--- src/sdiag_params.svh ---
`ifndef SDIAG_PARAMS_SVH
`define SDIAG_PARAMS_SVH

// ----------------------------------------------------------------
// register offsets
// ----------------------------------------------------------------
`define SD_OFF_STAT0 8'h00
`define SD_OFF_STAT1 8'h01
`define SD_OFF_STAT2 8'h02
`define SD_OFF_MADDR 8'h03
`define SD_OFF_IDHI 8'h04
`define SD_OFF_IDLO 8'h05
`define SD_OFF_WALK 8'h06
`define SD_OFF_ATYPE 8'h07
`define SD_OFF_SLOT 8'h08
`define SD_OFF_ASPEC 8'h09
`define SD_OFF_NBLK 8'h0a
`define SD_OFF_CTRL 8'h0b
`define SD_OFF_ACLASS 8'h0c

// ----------------------------------------------------------------
// reset values and control bits
// ----------------------------------------------------------------
`define SD_CTRL_RST 8'h02
`define SD_CTRL_ACYC 0
`define SD_CTRL_EN 1
`define SD_CTRL_MASK 8'h03

// ----------------------------------------------------------------
// record layout
// ----------------------------------------------------------------
`define SD_IDX_B0 8'h00
`define SD_IDX_B1 8'h01
`define SD_IDX_B2 8'h02
`define SD_IDX_B3 8'h03
`define SD_IDX_B4 8'h04
`define SD_IDX_B5 8'h05
`define SD_IDX_MAX 8'hff
`define SD_EXT_START 9'h006
`define SD_B0_NO_REPLY 0
`define SD_B0_NOT_READY 1
`define SD_B0_CFG_MISMATCH 2
`define SD_B0_EXT_PRESENT 3
`define SD_B0_FEAT_MISSING 4
`define SD_B0_BAD_RESP 5
`define SD_B0_PARAM_ERR 6
`define SD_B0_OTHER_LOCK 7
`define SD_B1_REPARAM 0
`define SD_B1_STATIC 1
`define SD_B1_WATCHDOG 3
`define SD_B1_FREEZE 4
`define SD_B1_SYNC 5
`define SD_B1_DEACT 7
`define SD_B2_OVERFLOW 7

// ----------------------------------------------------------------
// extended block layout
// ----------------------------------------------------------------
`define SD_HDR_LEN_HI 5
`define SD_HDR_TYPE_LO 6
`define SD_ALM_OFF_TYPE 8'h01
`define SD_ALM_OFF_SLOT 8'h02
`define SD_ALM_OFF_SPEC 8'h03
`define SD_ALM_STATUS_BIT 7
`define SD_AT_DIAG 7'h01
`define SD_AT_PROCESS 7'h02
`define SD_AT_WITHDRAW 7'h03
`define SD_AT_INSERT 7'h04
`define SD_AT_STATUS 7'h05
`define SD_AT_UPDATE 7'h06
`define SD_AT_MAKER_LO 7'h14
`define SD_AT_MAKER_HI 7'h7e

`endif

--- src/sdiag_pkg.sv ---
package sdiag_pkg;

    typedef enum logic [1:0] {
        SD_HT_MAKER = 2'h0,
        SD_HT_MODULE = 2'h1,
        SD_HT_CHANNEL = 2'h2,
        SD_HT_RSVD = 2'h3
    } sdiag_hdr_type_t;

    typedef enum logic [2:0] {
        SD_AC_RESERVED = 3'h0,
        SD_AC_DIAG = 3'h1,
        SD_AC_PROCESS = 3'h2,
        SD_AC_WITHDRAW = 3'h3,
        SD_AC_INSERT = 3'h4,
        SD_AC_STATUS = 3'h5,
        SD_AC_UPDATE = 3'h6,
        SD_AC_MAKER = 3'h7
    } sdiag_alarm_class_t;

    typedef enum logic [1:0] {
        ST_FIXED,
        ST_EXT,
        ST_BAD
    } sdiag_state_t;

endpackage

--- src/sdiag_alarm_class.sv ---
`timescale 1ns/10ps
`include "sdiag_params.svh"
module sdiag_alarm_class (
    input wire logic [6:0] code_i,
    output sdiag_pkg::sdiag_alarm_class_t class_o
);
    import sdiag_pkg::*;

    // ------------------------------------------------------------
    // alarm code classes
    // ------------------------------------------------------------
    // the maker range wins over the overlapping reserved span
    always_comb
    begin
        class_o = SD_AC_RESERVED;
        if (code_i == `SD_AT_DIAG)
            class_o = SD_AC_DIAG;
        else if (code_i == `SD_AT_PROCESS)
            class_o = SD_AC_PROCESS;
        else if (code_i == `SD_AT_WITHDRAW)
            class_o = SD_AC_WITHDRAW;
        else if (code_i == `SD_AT_INSERT)
            class_o = SD_AC_INSERT;
        else if (code_i == `SD_AT_STATUS)
            class_o = SD_AC_STATUS;
        else if (code_i == `SD_AT_UPDATE)
            class_o = SD_AC_UPDATE;
        else if (code_i >= `SD_AT_MAKER_LO && code_i <= `SD_AT_MAKER_HI)
            class_o = SD_AC_MAKER;
    end
endmodule

--- src/sdiag_decoder.sv ---
`timescale 1ns/10ps
`include "sdiag_params.svh"
module sdiag_decoder (
    input wire logic clk_i,
    input wire logic sys_rst_i,
    input wire logic rec_valid_i,
    input wire logic [7:0] rec_data_i,
    input wire logic rec_last_i,
    input wire logic [7:0] reg_addr_i,
    input wire logic [7:0] reg_wdata_i,
    input wire logic reg_wr_i,
    input wire logic reg_rd_i,
    output logic [7:0] reg_rdata_o,
    output logic no_reply_flag_o,
    output logic slave_not_ready_flag_o,
    output logic config_mismatch_flag_o,
    output logic extended_present_flag_o,
    output logic feature_missing_flag_o,
    output logic bad_response_flag_o,
    output logic param_error_flag_o,
    output logic other_master_lock_flag_o,
    output logic reparam_request_flag_o,
    output logic static_diag_flag_o,
    output logic watchdog_active_flag_o,
    output logic input_freeze_flag_o,
    output logic output_sync_flag_o,
    output logic deactivated_flag_o,
    output logic extended_overflow_flag_o,
    output logic [7:0] locking_master_address_o,
    output logic [15:0] station_type_code_o,
    output logic record_done_o,
    output logic malformed_o,
    output logic alarm_valid_o,
    output logic alarm_is_status_o,
    output sdiag_pkg::sdiag_alarm_class_t alarm_class_o,
    output logic [7:0] slot_number_o
);
    import sdiag_pkg::*;

    // ------------------------------------------------------------
    // state
    // ------------------------------------------------------------
    sdiag_state_t st_q, st_d;
    logic [7:0] idx_q, idx_d;
    logic [8:0] blk_end_q, blk_end_d;
    logic [7:0] stat0_q, stat0_d;
    logic [7:0] stat1_q, stat1_d;
    logic stat2_q, stat2_d;
    logic [7:0] maddr_q, maddr_d;
    logic [15:0] ident_q, ident_d;
    logic bad_q, bad_d;
    logic done_q, done_d;
    logic [7:0] nblk_q, nblk_d;
    logic cap_q, cap_d;
    logic seen_q, seen_d;
    logic [7:0] cap_base_q, cap_base_d;
    logic [7:0] atype_q, atype_d;
    logic [7:0] slot_q, slot_d;
    logic [7:0] aspec_q, aspec_d;
    logic avalid_q, avalid_d;
    sdiag_alarm_class_t aclass_q, aclass_d;
    logic [7:0] ctrl_q, ctrl_d;
    logic [7:0] rdata_q, rdata_d;

    logic [5:0] hdr_len;
    sdiag_hdr_type_t hdr_type;
    logic hdr_zero;
    sdiag_alarm_class_t code_class;
    logic take;
    logic at_hdr;
    logic [7:0] cap_off;

    sdiag_hdr_split u_hdr (
        .hdr_i(rec_data_i),
        .len_o(hdr_len),
        .type_o(hdr_type),
        .zero_o(hdr_zero)
    );

    sdiag_alarm_class u_acls (
        .code_i(rec_data_i[6:0]),
        .class_o(code_class)
    );

    assign take = rec_valid_i && ctrl_q[`SD_CTRL_EN];
    assign at_hdr = take && st_q == ST_EXT && {1'b0, idx_q} == blk_end_q;
    assign cap_off = idx_q - cap_base_q;

    // ------------------------------------------------------------
    // record walker
    // ------------------------------------------------------------
    always_comb
    begin
        st_d = st_q;
        idx_d = idx_q;
        blk_end_d = blk_end_q;
        stat0_d = stat0_q;
        stat1_d = stat1_q;
        stat2_d = stat2_q;
        maddr_d = maddr_q;
        ident_d = ident_q;
        bad_d = bad_q;
        done_d = 1'b0;
        nblk_d = nblk_q;
        cap_d = cap_q;
        seen_d = seen_q;
        cap_base_d = cap_base_q;
        atype_d = atype_q;
        slot_d = slot_q;
        aspec_d = aspec_q;
        avalid_d = avalid_q;
        aclass_d = aclass_q;
        if (take)
        begin
            // saturate so an endless record cannot wrap into byte 0
            if (idx_q != `SD_IDX_MAX)
                idx_d = idx_q + 8'h01;
            unique case (st_q)
                ST_FIXED:
                begin
                    unique case (idx_q)
                        `SD_IDX_B0:
                        begin
                            stat0_d = rec_data_i;
                            bad_d = 1'b0;
                            nblk_d = 8'h00;
                            cap_d = 1'b0;
                            seen_d = 1'b0;
                            avalid_d = 1'b0;
                        end
                        `SD_IDX_B1:
                            stat1_d = rec_data_i;
                        `SD_IDX_B2:
                            stat2_d = rec_data_i[`SD_B2_OVERFLOW];
                        `SD_IDX_B3:
                            maddr_d = rec_data_i;
                        `SD_IDX_B4:
                            ident_d[15:8] = rec_data_i;
                        default:
                        begin
                            ident_d[7:0] = rec_data_i;
                            st_d = ST_EXT;
                            blk_end_d = `SD_EXT_START;
                        end
                    endcase
                end
                ST_EXT:
                begin
                    if (at_hdr)
                    begin
                        cap_d = 1'b0;
                        if (hdr_zero)
                        begin
                            // a zero length would stall the walk forever
                            bad_d = 1'b1;
                            st_d = ST_BAD;
                        end
                        else
                        begin
                            blk_end_d = {1'b0, idx_q}
                                + {3'b000, hdr_len};
                            nblk_d = nblk_q + 8'h01;
                            if (hdr_type == SD_HT_MAKER
                                && ctrl_q[`SD_CTRL_ACYC] && !seen_q)
                            begin
                                cap_d = 1'b1;
                                seen_d = 1'b1;
                                cap_base_d = idx_q;
                            end
                        end
                    end
                    else if (cap_q)
                    begin
                        if (cap_off == `SD_ALM_OFF_TYPE)
                        begin
                            atype_d = rec_data_i;
                            aclass_d = code_class;
                        end
                        else if (cap_off == `SD_ALM_OFF_SLOT)
                            slot_d = rec_data_i;
                        else if (cap_off == `SD_ALM_OFF_SPEC)
                        begin
                            aspec_d = rec_data_i;
                            avalid_d = 1'b1;
                            cap_d = 1'b0;
                        end
                    end
                end
                ST_BAD:
                    bad_d = 1'b1;
            endcase
            if (rec_last_i)
            begin
                // a short fixed part or a block cut off by the end
                if ((st_q == ST_FIXED && idx_q != `SD_IDX_B5)
                    || (st_d == ST_EXT
                    && blk_end_d != {1'b0, idx_q} + 9'h001))
                    bad_d = 1'b1;
                st_d = ST_FIXED;
                idx_d = `SD_IDX_B0;
                cap_d = 1'b0;
                done_d = 1'b1;
            end
        end
    end

    always_ff @(posedge clk_i)
    begin
        if (sys_rst_i)
        begin
            st_q <= ST_FIXED;
            idx_q <= `SD_IDX_B0;
            blk_end_q <= `SD_EXT_START;
            stat0_q <= 8'h00;
            stat1_q <= 8'h00;
            stat2_q <= 1'b0;
            maddr_q <= 8'h00;
            ident_q <= 16'h0000;
            bad_q <= 1'b0;
            done_q <= 1'b0;
            nblk_q <= 8'h00;
            cap_q <= 1'b0;
            seen_q <= 1'b0;
            cap_base_q <= 8'h00;
            atype_q <= 8'h00;
            slot_q <= 8'h00;
            aspec_q <= 8'h00;
            avalid_q <= 1'b0;
            aclass_q <= SD_AC_RESERVED;
        end
        else
        begin
            st_q <= st_d;
            idx_q <= idx_d;
            blk_end_q <= blk_end_d;
            stat0_q <= stat0_d;
            stat1_q <= stat1_d;
            stat2_q <= stat2_d;
            maddr_q <= maddr_d;
            ident_q <= ident_d;
            bad_q <= bad_d;
            done_q <= done_d;
            nblk_q <= nblk_d;
            cap_q <= cap_d;
            seen_q <= seen_d;
            cap_base_q <= cap_base_d;
            atype_q <= atype_d;
            slot_q <= slot_d;
            aspec_q <= aspec_d;
            avalid_q <= avalid_d;
            aclass_q <= aclass_d;
        end
    end

    // ------------------------------------------------------------
    // register port
    // ------------------------------------------------------------
    always_comb
    begin
        ctrl_d = ctrl_q;
        rdata_d = 8'h00;
        if (reg_wr_i && reg_addr_i == `SD_OFF_CTRL)
            ctrl_d = reg_wdata_i & `SD_CTRL_MASK;
        if (reg_rd_i)
        begin
            unique case (reg_addr_i)
                `SD_OFF_STAT0: rdata_d = stat0_q;
                `SD_OFF_STAT1: rdata_d = stat1_q & 8'hbf;
                `SD_OFF_STAT2: rdata_d = {stat2_q, 7'h00};
                `SD_OFF_MADDR: rdata_d = maddr_q;
                `SD_OFF_IDHI: rdata_d = ident_q[15:8];
                `SD_OFF_IDLO: rdata_d = ident_q[7:0];
                `SD_OFF_WALK: rdata_d = {5'h00, avalid_q, bad_q,
                    st_q == ST_FIXED};
                `SD_OFF_ATYPE: rdata_d = atype_q;
                `SD_OFF_SLOT: rdata_d = slot_q;
                `SD_OFF_ASPEC: rdata_d = aspec_q;
                `SD_OFF_NBLK: rdata_d = nblk_q;
                `SD_OFF_CTRL: rdata_d = ctrl_q;
                `SD_OFF_ACLASS: rdata_d = {5'h00, aclass_q};
                default: rdata_d = 8'h00;
            endcase
        end
    end

    always_ff @(posedge clk_i)
    begin
        if (sys_rst_i)
        begin
            ctrl_q <= `SD_CTRL_RST;
            rdata_q <= 8'h00;
        end
        else
        begin
            ctrl_q <= ctrl_d;
            rdata_q <= rdata_d;
        end
    end

    // ------------------------------------------------------------
    // outputs
    // ------------------------------------------------------------
    assign reg_rdata_o = rdata_q;
    assign no_reply_flag_o = stat0_q[`SD_B0_NO_REPLY];
    assign slave_not_ready_flag_o = stat0_q[`SD_B0_NOT_READY];
    assign config_mismatch_flag_o = stat0_q[`SD_B0_CFG_MISMATCH];
    assign extended_present_flag_o = stat0_q[`SD_B0_EXT_PRESENT];
    assign feature_missing_flag_o = stat0_q[`SD_B0_FEAT_MISSING];
    assign bad_response_flag_o = stat0_q[`SD_B0_BAD_RESP];
    assign param_error_flag_o = stat0_q[`SD_B0_PARAM_ERR];
    assign other_master_lock_flag_o = stat0_q[`SD_B0_OTHER_LOCK];
    assign reparam_request_flag_o = stat1_q[`SD_B1_REPARAM];
    assign static_diag_flag_o = stat1_q[`SD_B1_STATIC];
    assign watchdog_active_flag_o = stat1_q[`SD_B1_WATCHDOG];
    assign input_freeze_flag_o = stat1_q[`SD_B1_FREEZE];
    assign output_sync_flag_o = stat1_q[`SD_B1_SYNC];
    assign deactivated_flag_o = stat1_q[`SD_B1_DEACT];
    assign extended_overflow_flag_o = stat2_q;
    assign locking_master_address_o = maddr_q;
    assign station_type_code_o = ident_q;
    assign record_done_o = done_q;
    assign malformed_o = bad_q;
    assign alarm_valid_o = avalid_q;
    assign alarm_is_status_o = atype_q[`SD_ALM_STATUS_BIT];
    assign alarm_class_o = aclass_q;
    assign slot_number_o = slot_q;
endmodule

--- src/sdiag_hdr_split.sv ---
`timescale 1ns/10ps
`include "sdiag_params.svh"
module sdiag_hdr_split (
    input wire logic [7:0] hdr_i,
    output logic [5:0] len_o,
    output sdiag_pkg::sdiag_hdr_type_t type_o,
    output logic zero_o
);
    import sdiag_pkg::*;

    // ------------------------------------------------------------
    // header byte fields
    // ------------------------------------------------------------
    always_comb
    begin
        len_o = hdr_i[`SD_HDR_LEN_HI:0];
        type_o = sdiag_hdr_type_t'(hdr_i[7:`SD_HDR_TYPE_LO]);
        zero_o = (hdr_i[`SD_HDR_LEN_HI:0] == 6'h00);
    end
endmodule

--- config.mk ---
export PLATFORM = sky130hd
export DESIGN_NAME = sdiag_decoder
export DESIGN_NICKNAME = d
export VERILOG_FILES = /design/src/sdiag_pkg.sv /design/src/sdiag_alarm_class.sv /design/src/sdiag_decoder.sv /design/src/sdiag_hdr_split.sv
export VERILOG_INCLUDE_DIRS = /design/src
export SDC_FILE = /design/constraint.sdc
export NUM_CORES = 1
export LEC_CHECK = 0
export BUFFER_PORTS_ARGS = -buffer_cell sky130_fd_sc_hd__buf_2
export CORE_ASPECT_RATIO = 0.7
export CORE_UTILIZATION = 50
export CTS_CLUSTER_SIZE = 20
export DETAILED_ROUTE_END_ITERATION = 12
export GPL_TIMING_DRIVEN = 1
export PLACE_DENSITY = 0.71
export SLEW_MARGIN = 5
export SYNTH_ARGS = -nofsm -noshare
export SYNTH_HDL_FRONTEND = slang
export SYNTH_SLANG_ARGS = --single-unit
--- constraint.sdc ---
create_clock -name clk_i -period 7.2 [get_ports clk_i]
set_input_delay 2.16 -clock clk_i [delete_from_list [all_inputs] [get_ports clk_i]]
set_output_delay 2.16 -clock clk_i [all_outputs]
set_load 0.005 [all_outputs]
==> key figures <==
Global routing
  – First-pass GRT wire length: 33700 um
  – GRT Total Usage: 0.322
  – Largest net degree at the start of global routing: 96
  – Remaining global-route overflow: 0
  – Vias in the first global route: 6179
  – Initial antenna violation count: 0

Outcome
  – Violated checks: DRC
  – Status: finished with violations

CTS
  – Deepest clock path buffer count: 2
  – Setup Buffers After CTS: 0
  – Number of CTS-inserted buffers: 17
  – Insertion delay to the later sink of the worst-skew pair: 0.42 ns
  – Sink Count: 117
  – CTS clk-pin slew, worst paths: 0.06 ns
  – CTS tree: yes
  – H-tree levels: 4
  – Root Driver: clkbuf_16
  – Hold_buf cts: 0
  – Post-cts sizing count: 0

Pwr
  – Max IR drop VDD: 0.154 mV
  – Power Density: 228 mW/mm^2
  – Pleak: 3.23 nW

Logic synthesis
  – Syn_nets: 847
  – Cell taking the most area after synthesis: dfxtp_1
  – Post-Syn Area: 0.00657 mm^2
  – Synth cell count leaders: dfxtp_1 (117), nor2_1 (117), nand2_1 (77)
  – Ys async rst share: 0
  – Post-synth cell types: 67
  – Ys Warns: 0
  – Synth Instances: 794
  – Post-synthesis register bit count: 117
  – Mean Syn Cell Area: 8.28 um^2
  – Seq/Total Area, Yosys: 0.356
  – Prevailing post-synth register cell: dfxtp_1
  – Share of the synthesized area in the top cell type: 0.356
  – EDFF count, synth: 0
  – Leading post-synthesis cells by cell area: dfxtp_1 (36%), mux2i_1 (9.4%), nor2_1 (6.7%)

Hold path
  – Cell depth of the worst hold path: 2
  – Hold path start: stat1_q[2]$_SDFFE_PP0P_
  – Worst min path class: reg2reg
  – Worst Hold End: stat1_q[2]$_SDFFE_PP0P_

Die
  – Die Area: 0.0136 mm^2
  – Chip width: 139 um
  – Die span in y: 97.9 um
  – Io pins: 92
  – Effective utilization at floorplan: 0.520
  – Placement row count: 34
  – Core Area: 0.0126 mm^2

Worst setup path
  – Max stage delay on crit path: 0.39 ns
  – Crit start category: primary input
  – R2R cell count: 9
  – Worst Path Buf+Inv: 2
  – FF-to-FF End: cap_q$_SDFFE_PP0P_
  – RR Startpoint: st_q[1]$_SDFFE_PP0P_
  – R2R Setup Slk: 3.66 ns
  – CP Capture Type: register
  – Setup Crit Path Kind: in2reg
  – CP required: 7.50 ns
  – Crit path max fanout: 13
  – Crit path cell chain: buf_2 -> ha_1 -> inv_1 -> fa_1 -> nor2b_1 -> o31a_1 -> o21ai_0 -> nand2b_1 -> a211oi_1 -> or3_1 -> nor4_1 -> a31oi_1
  – Top Family by Delay on Critical Path: simple AND/OR/NAND/NOR gates
  – Origin of the worst setup path: rec_data_i[0]
  – CP max-delay cell: fa_1
  – Critical path data arrival time: 4.76 ns

Timing
  – Final Cycle Share: 0.620
  – Setup TNS: 0 ns
  – Final min period: 4.46 ns
  – Setup violations, final: 0
  – Final Hold Fails: 0
  – RSZ-0062 raised after global routing: no
  – Clk_skew: 0.0127 ns
  – Slew Viols, Final: 0
  – Fmax: 224 MHz
  – Worst hold margin: 0.470 ns
  – Relative slew margins: 0.159
  – Slew of the pin with the lowest slew margin: 1.25 ns

Detailed routing
  – Final ANT Viol Nets: 0
  – Via-to-Cell Ratio: 6.20
  – Post-DR wirelength/cell: 20.7 um
  – Vias: 6359
  – Pre-Repair DR Iteration Count: 9
  – Residual DRC: 4
  – DRT Wirelength: 21200 um
  – DRT iter0 DRCs: 591

Layout
  – Share of layout cells above drive strength 1: 0.166
  – P&R area growth vs syn: 16.0%
  – Ant diodes: 0
  – Nets@finish: 904

Place
  – HPWL after detailed placement: 15000 um
  – Gpl congestion: 0.913
  – PortBufs: 85

Flow run
  – Maximum Capacitance Violations: 0
routing by layer:
metal | track usage | vias up | routed length (um)
li1 | - | 2924 | -
met1 | 0.459 | 3064 | 9630
met2 | 0.469 | 335 | 8860
met3 | 0.0922 | 36 | 2320
met4 | 0.0983 | 0 | 376
met5 | 0 | - | 0
flip-flops by register name (all words and copies together), names as in the netlist, 8 cells and up:
name / cells
blk_end_q: 9
stat0_q: 8
station_type_code_o: 16
idx_q: 8
atype_q: 8
slot_number_o: 8
aspec_q: 8
reg_rdata_o: 8
cap_base_q: 8
locking_master_address_o: 8
nblk_q: 8
layout by cell type (no fill, tap or decap), drive strengths merged, types with 13 or more instances in the layout:
cell,netlist,layout
a22o,18,18
a21oi,58,58
mux2,13,13
mux2i,62,62
ha,21,21
buf,13,89
nand2,77,77
dfxtp,117,117
nor2,117,117
clkbuf,38,17
nand3,21,21
xnor2,18,18
inv,29,32
o21ai,36,36
nor3,15,15
logic make-up after synthesis:
group                    synth area share
AO/OA/AOI/OAI                       0.178
XOR/XNOR                           0.0373
adder cells (fa/ha/maj)            0.0461
buffers and inverters              0.0556
flip-flops                          0.356
multiplexers                        0.120
AND/OR/NAND/NOR                     0.207
tightest hold or removal path: cells and delay by family, from the launching register on:
family	cells	cell delay (ns)
AOI/OAI and AO/OA	1	0.06
DFF	1	0.31
and+or+nand+nor	1	0.05
cell type report:
class	count	area, um^2
inverters	29	109
multi-input cells	597	3870
flip-flops and latches	117	2340
fillers	1132	5010
well taps	162	203
repair buffers	89	455
clock buffers	17	425
clock inverters	14	225
where the power goes:
group / leakage, nW / internal, W / switching (W) / total (W)
clock: 0.318 / 0.000617 / 0.000327 / 0.000944
combinational: 1.97 / 0.0000414 / 0.0000871 / 0.000128
sequential: 0.945 / 0.000656 / 0.00000972 / 0.000665
how the worst max path moves through the flow:
stage               cells past startpoint  slack [ns]                        to
detailed placement                     12        2.37  malformed_o$_SDFFE_PP0P_
finish                                 12        2.74  malformed_o$_SDFFE_PP0P_
global placement                       12        2.40  malformed_o$_SDFFE_PP0P_
CTS                                    12        2.79  malformed_o$_SDFFE_PP0P_
floorplan                              11        2.80  malformed_o$_SDFFE_PP0P_
global route                           12        2.49  malformed_o$_SDFFE_PP0P_
stage by stage:
step / power, W / cells / cell area (um^2) / setup slack, ns / util
floorplan: 0.000759 / 794 / 6570 / 2.80 / -
global placement: 0.000800 / 994 / 6980 / 2.40 / 0.552
detailed placement: 0.000804 / 994 / 6980 / 2.37 / 0.552
CTS: 0.00174 / 1025 / 7630 / 2.79 / 0.604
global route: 0.00178 / 1025 / 7630 / 2.49 / 0.604
finish: 0.00174 / 1025 / 7630 / 2.74 / 0.604
Note: power is estimated with default switching activity, not from simulation.
